File: src/hdl/ivm_consts.vh
// Purpose: shared constants of the interrupt vector mapper
// Assumes: 20-bit (1 Mbyte) address space, byte-wide vector reads
// Notes: definitions only
`ifndef IVM_CONSTS_VH
`define IVM_CONSTS_VH

// widths
`define IVM_ADDR_W 20
`define IVM_N_SRC 32
`define IVM_LVL_W 3
`define IVM_IDX_W 5
`define IVM_SWI_W 6

// fixed vector region, top of the address space
`define IVM_FIX_LO 20'hFFFDC
`define IVM_FIX_HI 20'hFFFFF
`define IVM_VEC_UND 20'hFFFDC
`define IVM_VEC_OVF 20'hFFFE0
`define IVM_VEC_BRK 20'hFFFE4
`define IVM_VEC_AMATCH 20'hFFFE8
`define IVM_VEC_SSTEP 20'hFFFEC
`define IVM_VEC_WDT 20'hFFFF0
`define IVM_VEC_DBG 20'hFFFF4
`define IVM_VEC_RSVD 20'hFFFF8
`define IVM_VEC_RESET 20'hFFFFC

// vector entry layout: four bytes, low byte first
`define IVM_LAST_BYTE 2'h3
`define IVM_ENTRY_SHIFT 2
`define IVM_BYTE_ONES 8'hFF
`define IVM_ADDR_ONE 20'h00001

// variable table entry numbers
`define IVM_E_BRK 6'h00
`define IVM_E_DISPLAY_UNIT_ONE 5'h04
`define IVM_E_DS1 5'h05
`define IVM_E_DISPLAY_UNIT_TWO 5'h08
`define IVM_E_I2C1 5'h09
`define IVM_E_BCOL 5'h0A
`define IVM_E_DMA0 5'h0B
`define IVM_E_DMA1 5'h0C
`define IVM_E_I2C0 5'h0D
`define IVM_E_AD 5'h0E
`define IVM_E_S2TX 5'h0F
`define IVM_E_S2RX 5'h10
`define IVM_E_S0TX 5'h11
`define IVM_E_S0RX 5'h12
`define IVM_E_DS0 5'h13
`define IVM_E_VSYNC 5'h14
`define IVM_E_TA0 5'h15
`define IVM_E_TB0 5'h1A
`define IVM_E_EXT_PIN_IRQ_ZERO 5'h1D
`define IVM_E_EXT_PIN_IRQ_ONE 5'h1E

// edge sensitivity codes
`define IVM_SENSE_RISE 2'h0
`define IVM_SENSE_FALL 2'h1
`define IVM_SENSE_BOTH 2'h2

`endif

File: src/hdl/ivm_edge.v
// Purpose: edge detector for an interrupt pin
// Assumes: pin already synchronous to sys_clk
// Notes: no edge is reported in the first enabled cycle after reset
`timescale 1ns/1ns
`include "ivm_consts.vh"

module ivm_edge (
  input wire sys_clk,
  input wire arst_n,
  input wire clk_en,
  input wire [1:0] sense,
  input wire pin,
  output reg edge_hit
);

reg pin_prev; // pin level one cycle ago
reg armed; // prev holds a real sample

//////////////////////////////////////////////////////////////////////
// remember the last pin level
always @(posedge sys_clk or negedge arst_n) begin
  if (!arst_n) begin
    pin_prev <= 1'b0;
    armed <= 1'b0;
  end else if (clk_en) begin
    pin_prev <= pin;
    armed <= 1'b1;
  end
end

//////////////////////////////////////////////////////////////////////
// compare against the selected sensitivity
always @* begin
  edge_hit = 1'b0;
  if (armed && clk_en) begin
    case (sense)
      `IVM_SENSE_RISE: edge_hit = pin & ~pin_prev;
      `IVM_SENSE_FALL: edge_hit = ~pin & pin_prev;
      `IVM_SENSE_BOTH: edge_hit = pin ^ pin_prev;
      default: edge_hit = 1'b0; // unused code: pin ignored
    endcase
  end
end

endmodule // ivm_edge

File: src/hdl/ivm_mapper.v
// Purpose: maps interrupt sources to vector slots and fetches routines
// Assumes: byte-wide vector memory port, requests synchronous to sys_clk
// Notes: starts by fetching the reset vector after reset release
//
// Operation
// - vector entry is four bytes, low first
// - fixed region FFFDC to FFFFF never moves
// - undefined, overflow, break use fixed slots
// - address match gated; watchdog, reset fixed
// - all-ones break vector falls to entry zero
// - variable address is base plus four times number
// - entry zero is break, never masked
// - entries 32 to 63 software only, unmasked
// - entries 4,5,8,9 display, slicer, two-wire
// - entries 10 to 14 collision, DMA, bus, A-D
// - entries 15 to 18 serial channels
// - slicer zero, sync, timers A0 to A4
// - timers B, external pins, entry 31 reserved
// - external pins rise, fall or both
// - active sync edge raises a request
// - two-wire bus: transfer done or STOP
// - display unit done raises a request
// - continue at routine address from vector
// - pending set by hardware, cleared on acceptance
// - accept only level above processor level
`timescale 1ns/1ns
`include "ivm_consts.vh"

module ivm_mapper (
  input wire sys_clk,
  input wire arst_n,
  input wire clk_en,
  input wire [`IVM_ADDR_W-1:0] vector_table_base,
  input wire i_flag,
  input wire [`IVM_LVL_W-1:0] cpu_ipl,
  input wire [`IVM_N_SRC*`IVM_LVL_W-1:0] src_level,
  input wire [`IVM_N_SRC-1:0] pend_clr,
  input wire undefined_opcode_trap,
  input wire overflow_trap,
  input wire break_instruction,
  input wire amatch_req,
  input wire amatch_en,
  input wire wdt_req,
  input wire swi_req,
  input wire [`IVM_SWI_W-1:0] swi_num,
  input wire display_unit_one,
  input wire display_unit_two,
  input wire slicer_zero,
  input wire slicer_one,
  input wire twi0_done,
  input wire twi0_stop,
  input wire twi1_done,
  input wire twi1_stop,
  input wire bus_collision,
  input wire dma0_done,
  input wire dma1_done,
  input wire adc_done,
  input wire serial_channel_two_tx,
  input wire serial_channel_two_rx,
  input wire serial_channel_zero_tx,
  input wire serial_channel_zero_rx,
  input wire [4:0] timer_a,
  input wire [2:0] timer_b,
  input wire ext_pin_irq_zero,
  input wire ext_pin_irq_one,
  input wire [1:0] ext_sense_zero,
  input wire [1:0] ext_sense_one,
  input wire vsync_in,
  input wire [1:0] vsync_sense,
  output wire mem_rd,
  output reg [`IVM_ADDR_W-1:0] mem_addr,
  input wire mem_ack,
  input wire [7:0] mem_rdata,
  output reg jump_valid,
  output reg [`IVM_ADDR_W-1:0] jump_pc,
  output reg [`IVM_LVL_W-1:0] jump_level,
  output reg jump_maskable,
  output wire busy,
  output reg [`IVM_N_SRC-1:0] pending
);

// state codes
localparam [1:0] S_IDLE = 2'h0;
localparam [1:0] S_READ = 2'h1;
localparam [1:0] S_CHECK = 2'h2;

reg [1:0] state; // fetch sequencer state
reg [1:0] byte_cnt; // byte of the entry being read
reg [31:0] vec_buf; // assembled vector entry
reg cur_brk_fixed; // fetching the fixed break slot
reg cur_maskable; // fetch belongs to a pending bit
reg [`IVM_IDX_W-1:0] cur_idx; // entry being served
reg [`IVM_LVL_W-1:0] cur_lvl; // level handed to the cpu
reg p_und, p_ovf, p_brk, p_am, p_wdt, p_swi; // special requests
reg [`IVM_SWI_W-1:0] swi_q; // latched software number
wire ext_pin_irq_zero_hit, ext_pin_irq_one_hit, vsync_hit; // edge events
wire pk_hit; // a maskable request wins
wire [`IVM_IDX_W-1:0] pk_idx; // winning entry
wire [`IVM_LVL_W-1:0] pk_lvl; // winning level
reg [`IVM_N_SRC-1:0] req_vec; // this cycle's source events
reg [`IVM_N_SRC-1:0] acc_clr; // accepted entry to clear

//////////////////////////////////////////////////////////////////////
// variable slot address: base plus four bytes per number
function [`IVM_ADDR_W-1:0] var_addr;
  input [`IVM_ADDR_W-1:0] base;
  input [`IVM_SWI_W-1:0] num;
  begin
    var_addr = base + ({{(`IVM_ADDR_W-`IVM_SWI_W){1'b0}}, num}
      << `IVM_ENTRY_SHIFT);
  end
endfunction

//////////////////////////////////////////////////////////////////////
// edge detectors for the pins and the sync input
ivm_edge u_ext_pin_irq_zero (
  .sys_clk(sys_clk),
  .arst_n(arst_n),
  .clk_en(clk_en),
  .sense(ext_sense_zero),
  .pin(ext_pin_irq_zero),
  .edge_hit(ext_pin_irq_zero_hit)
);

ivm_edge u_ext_pin_irq_one (
  .sys_clk(sys_clk),
  .arst_n(arst_n),
  .clk_en(clk_en),
  .sense(ext_sense_one),
  .pin(ext_pin_irq_one),
  .edge_hit(ext_pin_irq_one_hit)
);

ivm_edge u_vsync (
  .sys_clk(sys_clk),
  .arst_n(arst_n),
  .clk_en(clk_en),
  .sense(vsync_sense),
  .pin(vsync_in),
  .edge_hit(vsync_hit)
);

//////////////////////////////////////////////////////////////////////
// route each source onto its table entry
always @* begin
  req_vec = {`IVM_N_SRC{1'b0}}; // entries 1-3, 6, 7, 31 stay idle
  req_vec[`IVM_E_DISPLAY_UNIT_ONE] = display_unit_one;
  req_vec[`IVM_E_DS1] = slicer_one;
  req_vec[`IVM_E_DISPLAY_UNIT_TWO] = display_unit_two;
  req_vec[`IVM_E_I2C1] = twi1_done | twi1_stop;
  req_vec[`IVM_E_BCOL] = bus_collision;
  req_vec[`IVM_E_DMA0] = dma0_done;
  req_vec[`IVM_E_DMA1] = dma1_done;
  req_vec[`IVM_E_I2C0] = twi0_done | twi0_stop;
  req_vec[`IVM_E_AD] = adc_done;
  req_vec[`IVM_E_S2TX] = serial_channel_two_tx;
  req_vec[`IVM_E_S2RX] = serial_channel_two_rx;
  req_vec[`IVM_E_S0TX] = serial_channel_zero_tx;
  req_vec[`IVM_E_S0RX] = serial_channel_zero_rx;
  req_vec[`IVM_E_DS0] = slicer_zero;
  req_vec[`IVM_E_VSYNC] = vsync_hit;
  req_vec[`IVM_E_TA0 +: 5] = timer_a;
  req_vec[`IVM_E_TB0 +: 3] = timer_b;
  req_vec[`IVM_E_EXT_PIN_IRQ_ZERO] = ext_pin_irq_zero_hit;
  req_vec[`IVM_E_EXT_PIN_IRQ_ONE] = ext_pin_irq_one_hit;
end

//////////////////////////////////////////////////////////////////////
// maskable arbitration against the processor level
ivm_pick #(
  .N_SRC(`IVM_N_SRC)
) u_pick (
  .pend(pending),
  .levels(src_level),
  .cpu_ipl(cpu_ipl),
  .i_flag(i_flag),
  .hit(pk_hit),
  .idx(pk_idx),
  .lvl(pk_lvl)
);

//////////////////////////////////////////////////////////////////////
// clear mask for the entry whose vector has just been taken
always @* begin
  acc_clr = {`IVM_N_SRC{1'b0}};
  if (state == S_CHECK && cur_maskable && !(cur_brk_fixed &&
      vec_buf == {4{`IVM_BYTE_ONES}}))
    acc_clr[cur_idx] = 1'b1;
end

//////////////////////////////////////////////////////////////////////
// pending bits: a new event beats any clear in the same cycle
always @(posedge sys_clk or negedge arst_n) begin
  if (!arst_n) begin
    pending <= {`IVM_N_SRC{1'b0}};
  end else if (clk_en) begin
    pending <= (pending & ~pend_clr & ~acc_clr) | req_vec;
  end
end

// handshake outputs
assign mem_rd = (state == S_READ);
assign busy = (state != S_IDLE);

//////////////////////////////////////////////////////////////////////
// fetch sequencer, special request latches and cpu hand-off
always @(posedge sys_clk or negedge arst_n) begin
  if (!arst_n) begin
    state <= S_READ; // boot: fetch the reset vector
    mem_addr <= `IVM_VEC_RESET;
    byte_cnt <= 2'h0;
    vec_buf <= 32'h00000000;
    cur_brk_fixed <= 1'b0;
    cur_maskable <= 1'b0;
    cur_idx <= {`IVM_IDX_W{1'b0}};
    cur_lvl <= {`IVM_LVL_W{1'b0}};
    p_und <= 1'b0;
    p_ovf <= 1'b0;
    p_brk <= 1'b0;
    p_am <= 1'b0;
    p_wdt <= 1'b0;
    p_swi <= 1'b0;
    swi_q <= {`IVM_SWI_W{1'b0}};
    jump_valid <= 1'b0;
    jump_pc <= {`IVM_ADDR_W{1'b0}};
    jump_level <= {`IVM_LVL_W{1'b0}};
    jump_maskable <= 1'b0;
  end else if (clk_en) begin
    jump_valid <= 1'b0;
    // special requests latch; a fresh request wins over the take, except a software request, which is ignored while p_swi is set
    if (undefined_opcode_trap)
      p_und <= 1'b1;
    if (overflow_trap)
      p_ovf <= 1'b1;
    if (break_instruction)
      p_brk <= 1'b1;
    if (amatch_req && amatch_en)
      p_am <= 1'b1; // only while the match is enabled
    if (wdt_req)
      p_wdt <= 1'b1;
    if (swi_req && !p_swi) begin
      p_swi <= 1'b1;
      swi_q <= swi_num;
    end
    case (state)
      S_IDLE: begin
        byte_cnt <= 2'h0;
        cur_brk_fixed <= 1'b0;
        cur_maskable <= 1'b0;
        cur_lvl <= {`IVM_LVL_W{1'b0}};
        // single-step, debugger and reserved slots have no path
        if (p_wdt) begin
          state <= S_READ;
          mem_addr <= `IVM_VEC_WDT;
          p_wdt <= wdt_req;
        end else if (p_am) begin
          state <= S_READ;
          mem_addr <= `IVM_VEC_AMATCH;
          p_am <= amatch_req && amatch_en;
        end else if (p_und) begin
          state <= S_READ;
          mem_addr <= `IVM_VEC_UND;
          p_und <= undefined_opcode_trap;
        end else if (p_ovf) begin
          state <= S_READ;
          mem_addr <= `IVM_VEC_OVF;
          p_ovf <= overflow_trap;
        end else if (p_brk) begin
          state <= S_READ;
          mem_addr <= `IVM_VEC_BRK;
          cur_brk_fixed <= 1'b1;
          p_brk <= break_instruction;
        end else if (p_swi) begin
          // any number, zero and 32-63 included, ignores the flag
          state <= S_READ;
          mem_addr <= var_addr(vector_table_base, swi_q);
          p_swi <= 1'b0;
        end else if (pk_hit) begin
          state <= S_READ;
          mem_addr <= var_addr(vector_table_base,
            {1'b0, pk_idx});
          cur_maskable <= 1'b1;
          cur_idx <= pk_idx;
          cur_lvl <= pk_lvl;
        end
      end
      S_READ: begin
        if (mem_ack) begin
          // low byte lands first, then upward
          vec_buf[byte_cnt*8 +: 8] <= mem_rdata;
          if (byte_cnt == `IVM_LAST_BYTE) begin
            state <= S_CHECK;
          end else begin
            byte_cnt <= byte_cnt + 2'h1;
            mem_addr <= mem_addr + `IVM_ADDR_ONE;
          end
        end
      end
      S_CHECK: begin
        if (cur_brk_fixed && vec_buf == {4{`IVM_BYTE_ONES}}) begin
          // unprogrammed break slot: use variable entry zero
          state <= S_READ;
          mem_addr <= var_addr(vector_table_base, `IVM_E_BRK);
          byte_cnt <= 2'h0;
          cur_brk_fixed <= 1'b0;
        end else begin
          // hand the routine start to the cpu
          state <= S_IDLE;
          jump_valid <= 1'b1;
          jump_pc <= vec_buf[`IVM_ADDR_W-1:0];
          jump_level <= cur_lvl;
          jump_maskable <= cur_maskable;
        end
      end
      default: begin
        state <= S_IDLE;
      end
    endcase
  end
end

endmodule // ivm_mapper

File: src/hdl/ivm_pick.v
// Purpose: choose the maskable request to accept
// Assumes: one level field per table entry
// Notes: ties go to the lowest entry number
`timescale 1ns/1ns
`include "ivm_consts.vh"

module ivm_pick #(
  parameter N_SRC = `IVM_N_SRC
) (
  input wire [N_SRC-1:0] pend,
  input wire [N_SRC*`IVM_LVL_W-1:0] levels,
  input wire [`IVM_LVL_W-1:0] cpu_ipl,
  input wire i_flag,
  output reg hit,
  output reg [`IVM_IDX_W-1:0] idx,
  output reg [`IVM_LVL_W-1:0] lvl
);

integer i;
reg [`IVM_LVL_W-1:0] cand; // level of entry i

//////////////////////////////////////////////////////////////////////
// scan all entries; a level must beat the current best strictly
always @* begin
  hit = 1'b0;
  idx = {`IVM_IDX_W{1'b0}};
  lvl = cpu_ipl;
  cand = {`IVM_LVL_W{1'b0}};
  for (i = 0; i < N_SRC; i = i + 1) begin
    cand = levels[i*`IVM_LVL_W +: `IVM_LVL_W];
    if (i_flag && pend[i] && cand > lvl) begin
      hit = 1'b1;
      idx = i[`IVM_IDX_W-1:0];
      lvl = cand;
    end
  end
end

endmodule // ivm_pick

File: config.mk
export PLATFORM = sky130hd
export DESIGN_NAME = ivm_mapper
export DESIGN_NICKNAME = d
export VERILOG_FILES = /design/src/hdl/ivm_edge.v /design/src/hdl/ivm_mapper.v /design/src/hdl/ivm_pick.v
export VERILOG_INCLUDE_DIRS = /design/src /design/src/hdl
export SDC_FILE = /design/constraint.sdc
export NUM_CORES = 1
export LEC_CHECK = 0
export BUFFER_PORTS_ARGS = -buffer_cell sky130_fd_sc_hd__buf_2
export CORE_UTILIZATION = 50
export CTS_CLUSTER_SIZE = 25
export DETAILED_ROUTE_END_ITERATION = 12
export PLACE_DENSITY = 0.78
export REMOVE_ABC_BUFFERS = 1
export SLEW_MARGIN = 20
export SYNTH_ARGS = -nofsm -noshare
export SYNTH_HDL_FRONTEND = slang
export SYNTH_SLANG_ARGS = --single-unit
File: constraint.sdc
create_clock -name sys_clk -period 37.2 [get_ports sys_clk]
set_input_delay 1.86 -clock sys_clk [delete_from_list [all_inputs] [get_ports sys_clk]]
set_output_delay 1.86 -clock sys_clk [all_outputs]
set_load 0.1 [all_outputs]
Word level (Yosys, flattened, before mapping)
Index checks and enable logic that the tools add are counted.
Widths: inputs -> output; s select.
Word-level totals
  register bits after elaboration: 139
  bits of input ports: 210
  output and inout port bits: 79
  logic and storage cells: 385
Cells by class
  $add $sub $neg: 5
  magnitude comparators: 34
  equal/unequal tests: 15
  shift operators: 2
  multiplexer cells: 187
  bitwise gates (word level): 29
  reduce and logical (&&, ||, !) cells: 89
Operator list (count)
  $mux 20: 10
  $mux 3: 43
  $gt 3x3->1: 32
  $mux 1: 86
  $mux 5: 16
  $logic_and 1x1->1: 71
  $and 32x32->32: 2
  $not 32->32: 2
  $pmux 20 s3: 1
  $neg 5->34: 1
  $shift 8x34->32 const A: 1
  $shiftx 8x34->32: 1
  $bwmux 32: 1
  $eq 32x32->1 const B: 1
  $mux 32: 1
  $mux 4: 8
  $or 32x31->32: 1
  $mux 2: 14
  $add 20x1->20 const B: 1
  $add 20x7->20: 1
  $add 20x8->20: 1
  $not 1->1: 13
  $pmux 2 s3: 2
  $eq 2x2->1 const B: 5
  other kinds (23): 46

Depth between registers and ports, before layout
  depth in word-level cells: 105
  depth in mapped cells: 238
  mapped depth without buffers: 236

Modules after synthesis
Synthesis repeated with hierarchy kept, for this count alone.
Second synthesis, totals
  cells, all modules: 1603
  area total of the unflattened synthesis: 12654.6 µm²
By module, submodules not included
  ivm_mapper: instances 1, cells an instance 773, area an instance 7313.3 µm², seq. area each 3402.0 µm²
  ivm_pick: instances 1, cells an instance 788, area an instance 4947.2 µm², seq. area each 0.0 µm²
  ivm_edge: instances 3, cells an instance 14, area an instance 131.4 µm², seq. area each 50.0 µm²

Worst setup path before layout
No wires, ideal clock.
  path kind: in2reg
  from: input port cpu_ipl[1]
  to: register mem_addr[16]
  setup time: 0.082 ns
  data arrival time: 42.142 ns
  required time: 37.118 ns
  slack: -5.024 ns
  stages: 226
  buffers on the path: 2
  cell sequence: inv_1 > ha_1 > nor2b_2 > o311a_1 > nand2_1 > nand2_1 > o21ai_0 > ha_1 > nor2_1 > o211ai_1 > a311oi_1 > mux2_2 > ha_1 > nor3_1 > o21a_1 > a22o_1 > a21oi_1 > mux2_2 > [... 190 more ...] > a311oi_1 > clkbuf_1 > a21oi_1 > o31ai_1 > mux2_2 > ha_1 > inv_1 > fa_1 > inv_1 > a21oi_1 > o21bai_1 > a21o_1 > a21o_1 > and3_1 > and3_1 > xnor2_1 > a22oi_1 > mux2_4
Between the ends
  word-level cells in the longest chain between the ends: 105
  elaborated cells on any way between the ends: 169
  classes of those cells: add/sub: 1; order compare: 32; eq/ne: 1; mux: 102; reduce/logical: 33
Ends and longest elaborated chain
  start, declared: RTL line ivm_mapper.v:35  | input wire [`IVM_LVL_W-1:0] cpu_ipl,
  $gt 3x3->1: RTL line ivm_pick.v:31  | if (i_flag && pend[i] && cand > lvl) begin
  $logic_and 1x1->1: RTL line ivm_pick.v:31
  $mux 3: RTL line ivm_pick.v:31
  $gt 3x3->1: RTL line ivm_pick.v:31
  $logic_and 1x1->1: RTL line ivm_pick.v:31
  $mux 3: RTL line ivm_pick.v:31
  $gt 3x3->1: RTL line ivm_pick.v:31
  $logic_and 1x1->1: RTL line ivm_pick.v:31
  [... 89 more ...]
  $mux 20: RTL line ivm_mapper.v:278  | end else if (pk_hit) begin
  $mux 20: RTL line ivm_mapper.v:273  | end else if (p_swi) begin
  $mux 20: RTL line ivm_mapper.v:268  | end else if (p_brk) begin
  $mux 20: RTL line ivm_mapper.v:264  | end else if (p_ovf) begin
  $mux 20: RTL line ivm_mapper.v:260  | end else if (p_und) begin
  $mux 20: RTL line ivm_mapper.v:256  | end else if (p_am) begin
  $mux 20: RTL line ivm_mapper.v:252  | if (p_wdt) begin
  $pmux 20 s3: RTL line ivm_mapper.v:245  | case (state)
  end signal, assigned: RTL line ivm_mapper.v:254  | mem_addr <= `IVM_VEC_WDT;
  end signal, assigned: RTL line ivm_mapper.v:258  | mem_addr <= `IVM_VEC_AMATCH;
  end signal, assigned: RTL line ivm_mapper.v:262  | mem_addr <= `IVM_VEC_UND;
  end, declared: RTL line ivm_mapper.v:71  | output reg [`IVM_ADDR_W-1:0] mem_addr,
Parallel ways exist; a longest one is shown, timed or not. The select of a mux whose other input is x is not followed.
A chain may end at the register's enable or synchronous reset.

Worst setup path in the final report
  from: input port cpu_ipl[1]
  to: register mem_addr[19]
The elaborated chain is that of the path after synthesis.

==> summary.md <==
| Metric | Value |
|---|---|
| Hpwl dp | 31900 um |
| Vias in the first global route | 13500 |
| Site row count | 57 |
| Reg clk slew, reported paths | 0.07 ns |
| CTS tree | done |
| Setup Viol. Count Final | 31 |
| CTS Root Cell | clkbuf_16 |
| Die ar. | 0.0253 mm2 |
| Drt initial violations | about 950 |
| Startpoint types | input port |
| Cell taking the most area after synthesis | dfrtp_1 |
| Seq cells post-synth | approximately 140 |
| Syn Inst Count | about 1500 |
| HP Class | flip-flop to flip-flop |
| Worst rel slew slack | a little under a third |
| Post-synth top cells | 203 x nand2_1, 135 x o21ai_0, 131 x nor2_1 |
| Core Area | roughly 0.024 mm2 |
| Yosys warnings | 0 |
| Req. time, crit path | around 38 ns |
| Critical path endpoint category | flip-flop |
| FFs w/ async S/R, synth | 100% |
| Final Non-Filler Cells | 2352 |
| Wire length per cell | between 15 and 20 um |
| Max Cap Viol | 0 |
| WS Path Type | input port to flip-flop |
| Ys flop type | dfrtp_1 |
| CP max-delay cell | or3_4 |
| Final ANT Viol Nets | 0 |
| RSZ-0062 raised after global routing | true |
| Placed Cells | approximately 2200 |
| Grt total ovfl | 0 |
| Worst-case clock skew | between 0.03 and 0.04 ns |
| Max Clk Rate | between 20 and 25 MHz |
| Pins Over Slew Limit | 0 |
| Io pins | between 200 and 300 |
| Ratio of cells with drive above 1 in the final layout | approximately two fifths |
| Initial antenna violation count | 1 |
| Critical path peak fanout | 4 |
| CTS Buf Count | 17 |
| Detailed Route WL | around 46000 um |
| Clk buf depth | 2 |
| Fillcell total | between 1500 and 2000 |
| Post-synthesis average cell area | 8.02 um2 |
| First-pass GRT wire length | 68500 um |
| Vias per std cell | roughly 6.1 |
| Max stage delay on crit path | between 0.3 and 0.4 ns |
| Clock Sink Count | ~140 |
| Netlist cell types | around 110 |
| Status | finished with violations |
| RD Place Congestion | a little under 1 |
| Pwr dens | about 58 mW/mm2 |
| Leakage power | ~8.2 nW |
| Failing checks | setup timing |
| Top cell type's share of synthesized area | about a quarter |
| Post-layout min period | between 40 and 50 ns |
| Worst hold margin | ~0.49 ns |
| Clk_lat worst skew | between 0.4 and 0.5 ns |
| Area contributors post-synth | dfrtp_1 24%, ha_1 6.2%, nand2_1 6.2% |
| Die X | between 150 and 200 um |
| Final Power | 0.00101 W |
| Die span in y | 159 um |
| Final hold vios | 0 |
| Starting Density | about half |
| Vias | roughly 14000 |
| # DRC | 0 |
| Most frequent cell after synthesis | nand2_1 |
| Worst Slack Setup Final | -4.30 ns |
| Largest net degree at the start of global routing | 93 |
| Cell Area, Synth | approximately 0.012 mm2 |
| H-Tree Depth | 4 |
| Post-synthesis sequential area ratio | roughly 28% |
| Final nets | 2286 |
| Worst-Margin Slew | about 1.0 ns |
| Hold Buf Count CTS | 0 |
| Post-synth EDFFs | 0 |
| Synth-to-Final Area Change | 41.9% |
| Worst VDD drop | around 73 uV |
| TritonRoute pass-1 iters | 6 |
| IO buf count | 288 |
| Total Routing Usage GR | about 33% |
| Critical path's most frequent cell | ha_1 |
| Final period util | 112% |
| Crit path DAT | ~42 ns |
-- metal layers --
layer / vias to the layer above / track usage (%) / part of all wire [%]
li1: 6638 / - / -
met1: 6877 / 42.1 / 41
met2: 660 / 56.1 / 48
met3: 132 / 6.12 / 7.2
met4: 2 / 13.7 / 3.6
met5: - / 0 / 0.029
-- state kept, by name, summed over array words and instances, names as in the netlist, 2 cells and up --
| signal | flops |
|---|---|
| state | 2 |
| swi_q | 6 |
| jump_pc | 20 |
| cur_idx | 5 |
| byte_cnt | 2 |
| cur_lvl | 3 |
| jump_level | 3 |
| vec_buf | 32 |
| mem_addr | 20 |
| pending | 32 |
-- layout make-up --
cell class | count | area, um2 | share of cell area [%]
Timing Repair Buffer | 515 | 3230 | 18.5
Tap cell | 324 | 405 | 2.32
Multi-Input combinational cell | 1251 | 9380 | 53.6
Antenna cell | 1 | 2.50 | 0.0143
Clock inverter | 15 | 194 | 1.11
Sequential cell | 139 | 3500 | 20.0
Inverter | 90 | 340 | 1.95
Clock buffer | 17 | 425 | 2.43
-- final timing paths --
check / start / to / slack [ns] / cells after the start
max: cpu_ipl[1] / mem_addr[19] / -4.30 / 229
max reg2reg: pending[0] / mem_addr[19] / -2.68 / 225
min: vec_buf[27] / vec_buf[27] / 0.49 / 2
min in group asynchronous: arst_n / jump_pc[16] / 1.51 / 1
min reg2reg: vec_buf[27] / vec_buf[27] / 0.49 / 2
max in group asynchronous: arst_n / swi_q[1] / 34.42 / 2
-- placed cells by master (no fill, tap or decap), drive strengths merged, types with 37 or more instances in the layout --
cell type and instances:
a21oi 67, a22o 37, and3 42, buf 515, dfrtp 120, ha 61
inv 96, mux2 65, nand2 203, nand3 74, nor2 132, o21ai 144
-- worst max-delay path, delay by kind of cell --
family / cells / cell delay (ns)
compound gates: 95 / 15.91
xor+xnor: 1 / 0.20
buf+inv: 8 / 0.68
fa+ha+maj: 34 / 9.01
simple gates: 79 / 10.56
mux: 12 / 3.61
-- report_power, final --
part / internal [W] / leakage (nW) / switching (W)
Combinational: 0.000238 / 6.18 / 0.000366
Sequential: 0.000189 / 1.75 / 0.0000367
Clock: 0.0000921 / 0.299 / 0.0000887
-- kinds of logic (layout without fill, tap and decap cells) --
family / count (synthesis) / in the layout / share of synthesized area [%]
DFF: 139 / 139 / 28.4
AOI/OAI and AO/OA: 462 / 462 / 26.2
muxes: 77 / 77 / 7.46
other: 0 / 1 / 0
and+or+nand+nor: 614 / 614 / 24.2
buffers and inverters: 146 / 637 / 4.79
xor gates and xnor gates: 33 / 33 / 2.35
adders and majority gates: 65 / 65 / 6.61
-- per-stage QoR --
stage                     util (%)  area (um2)  setup slack [ns]  TNS [ns]
after floorplan                  -       12100             -5.18   -137.06
after global placement        62.2       15100             -4.81   -126.81
after detailed placement      62.2       15100             -6.41   -175.15
after CTS                     66.9       16200             -4.02   -100.69
after global routing          72.1       17500             -6.46   -177.66
final                         72.1       17500             -4.30   -111.75
-- repair_timing --
action | 4_1_cts | 5_1_grt
buffers inserted | 35 | 42
resized for setup | 60 | 199
pin swaps | 34 | 178
setup endpoints to repair | 31 | 31
Power figures use the tool's default switching activity.
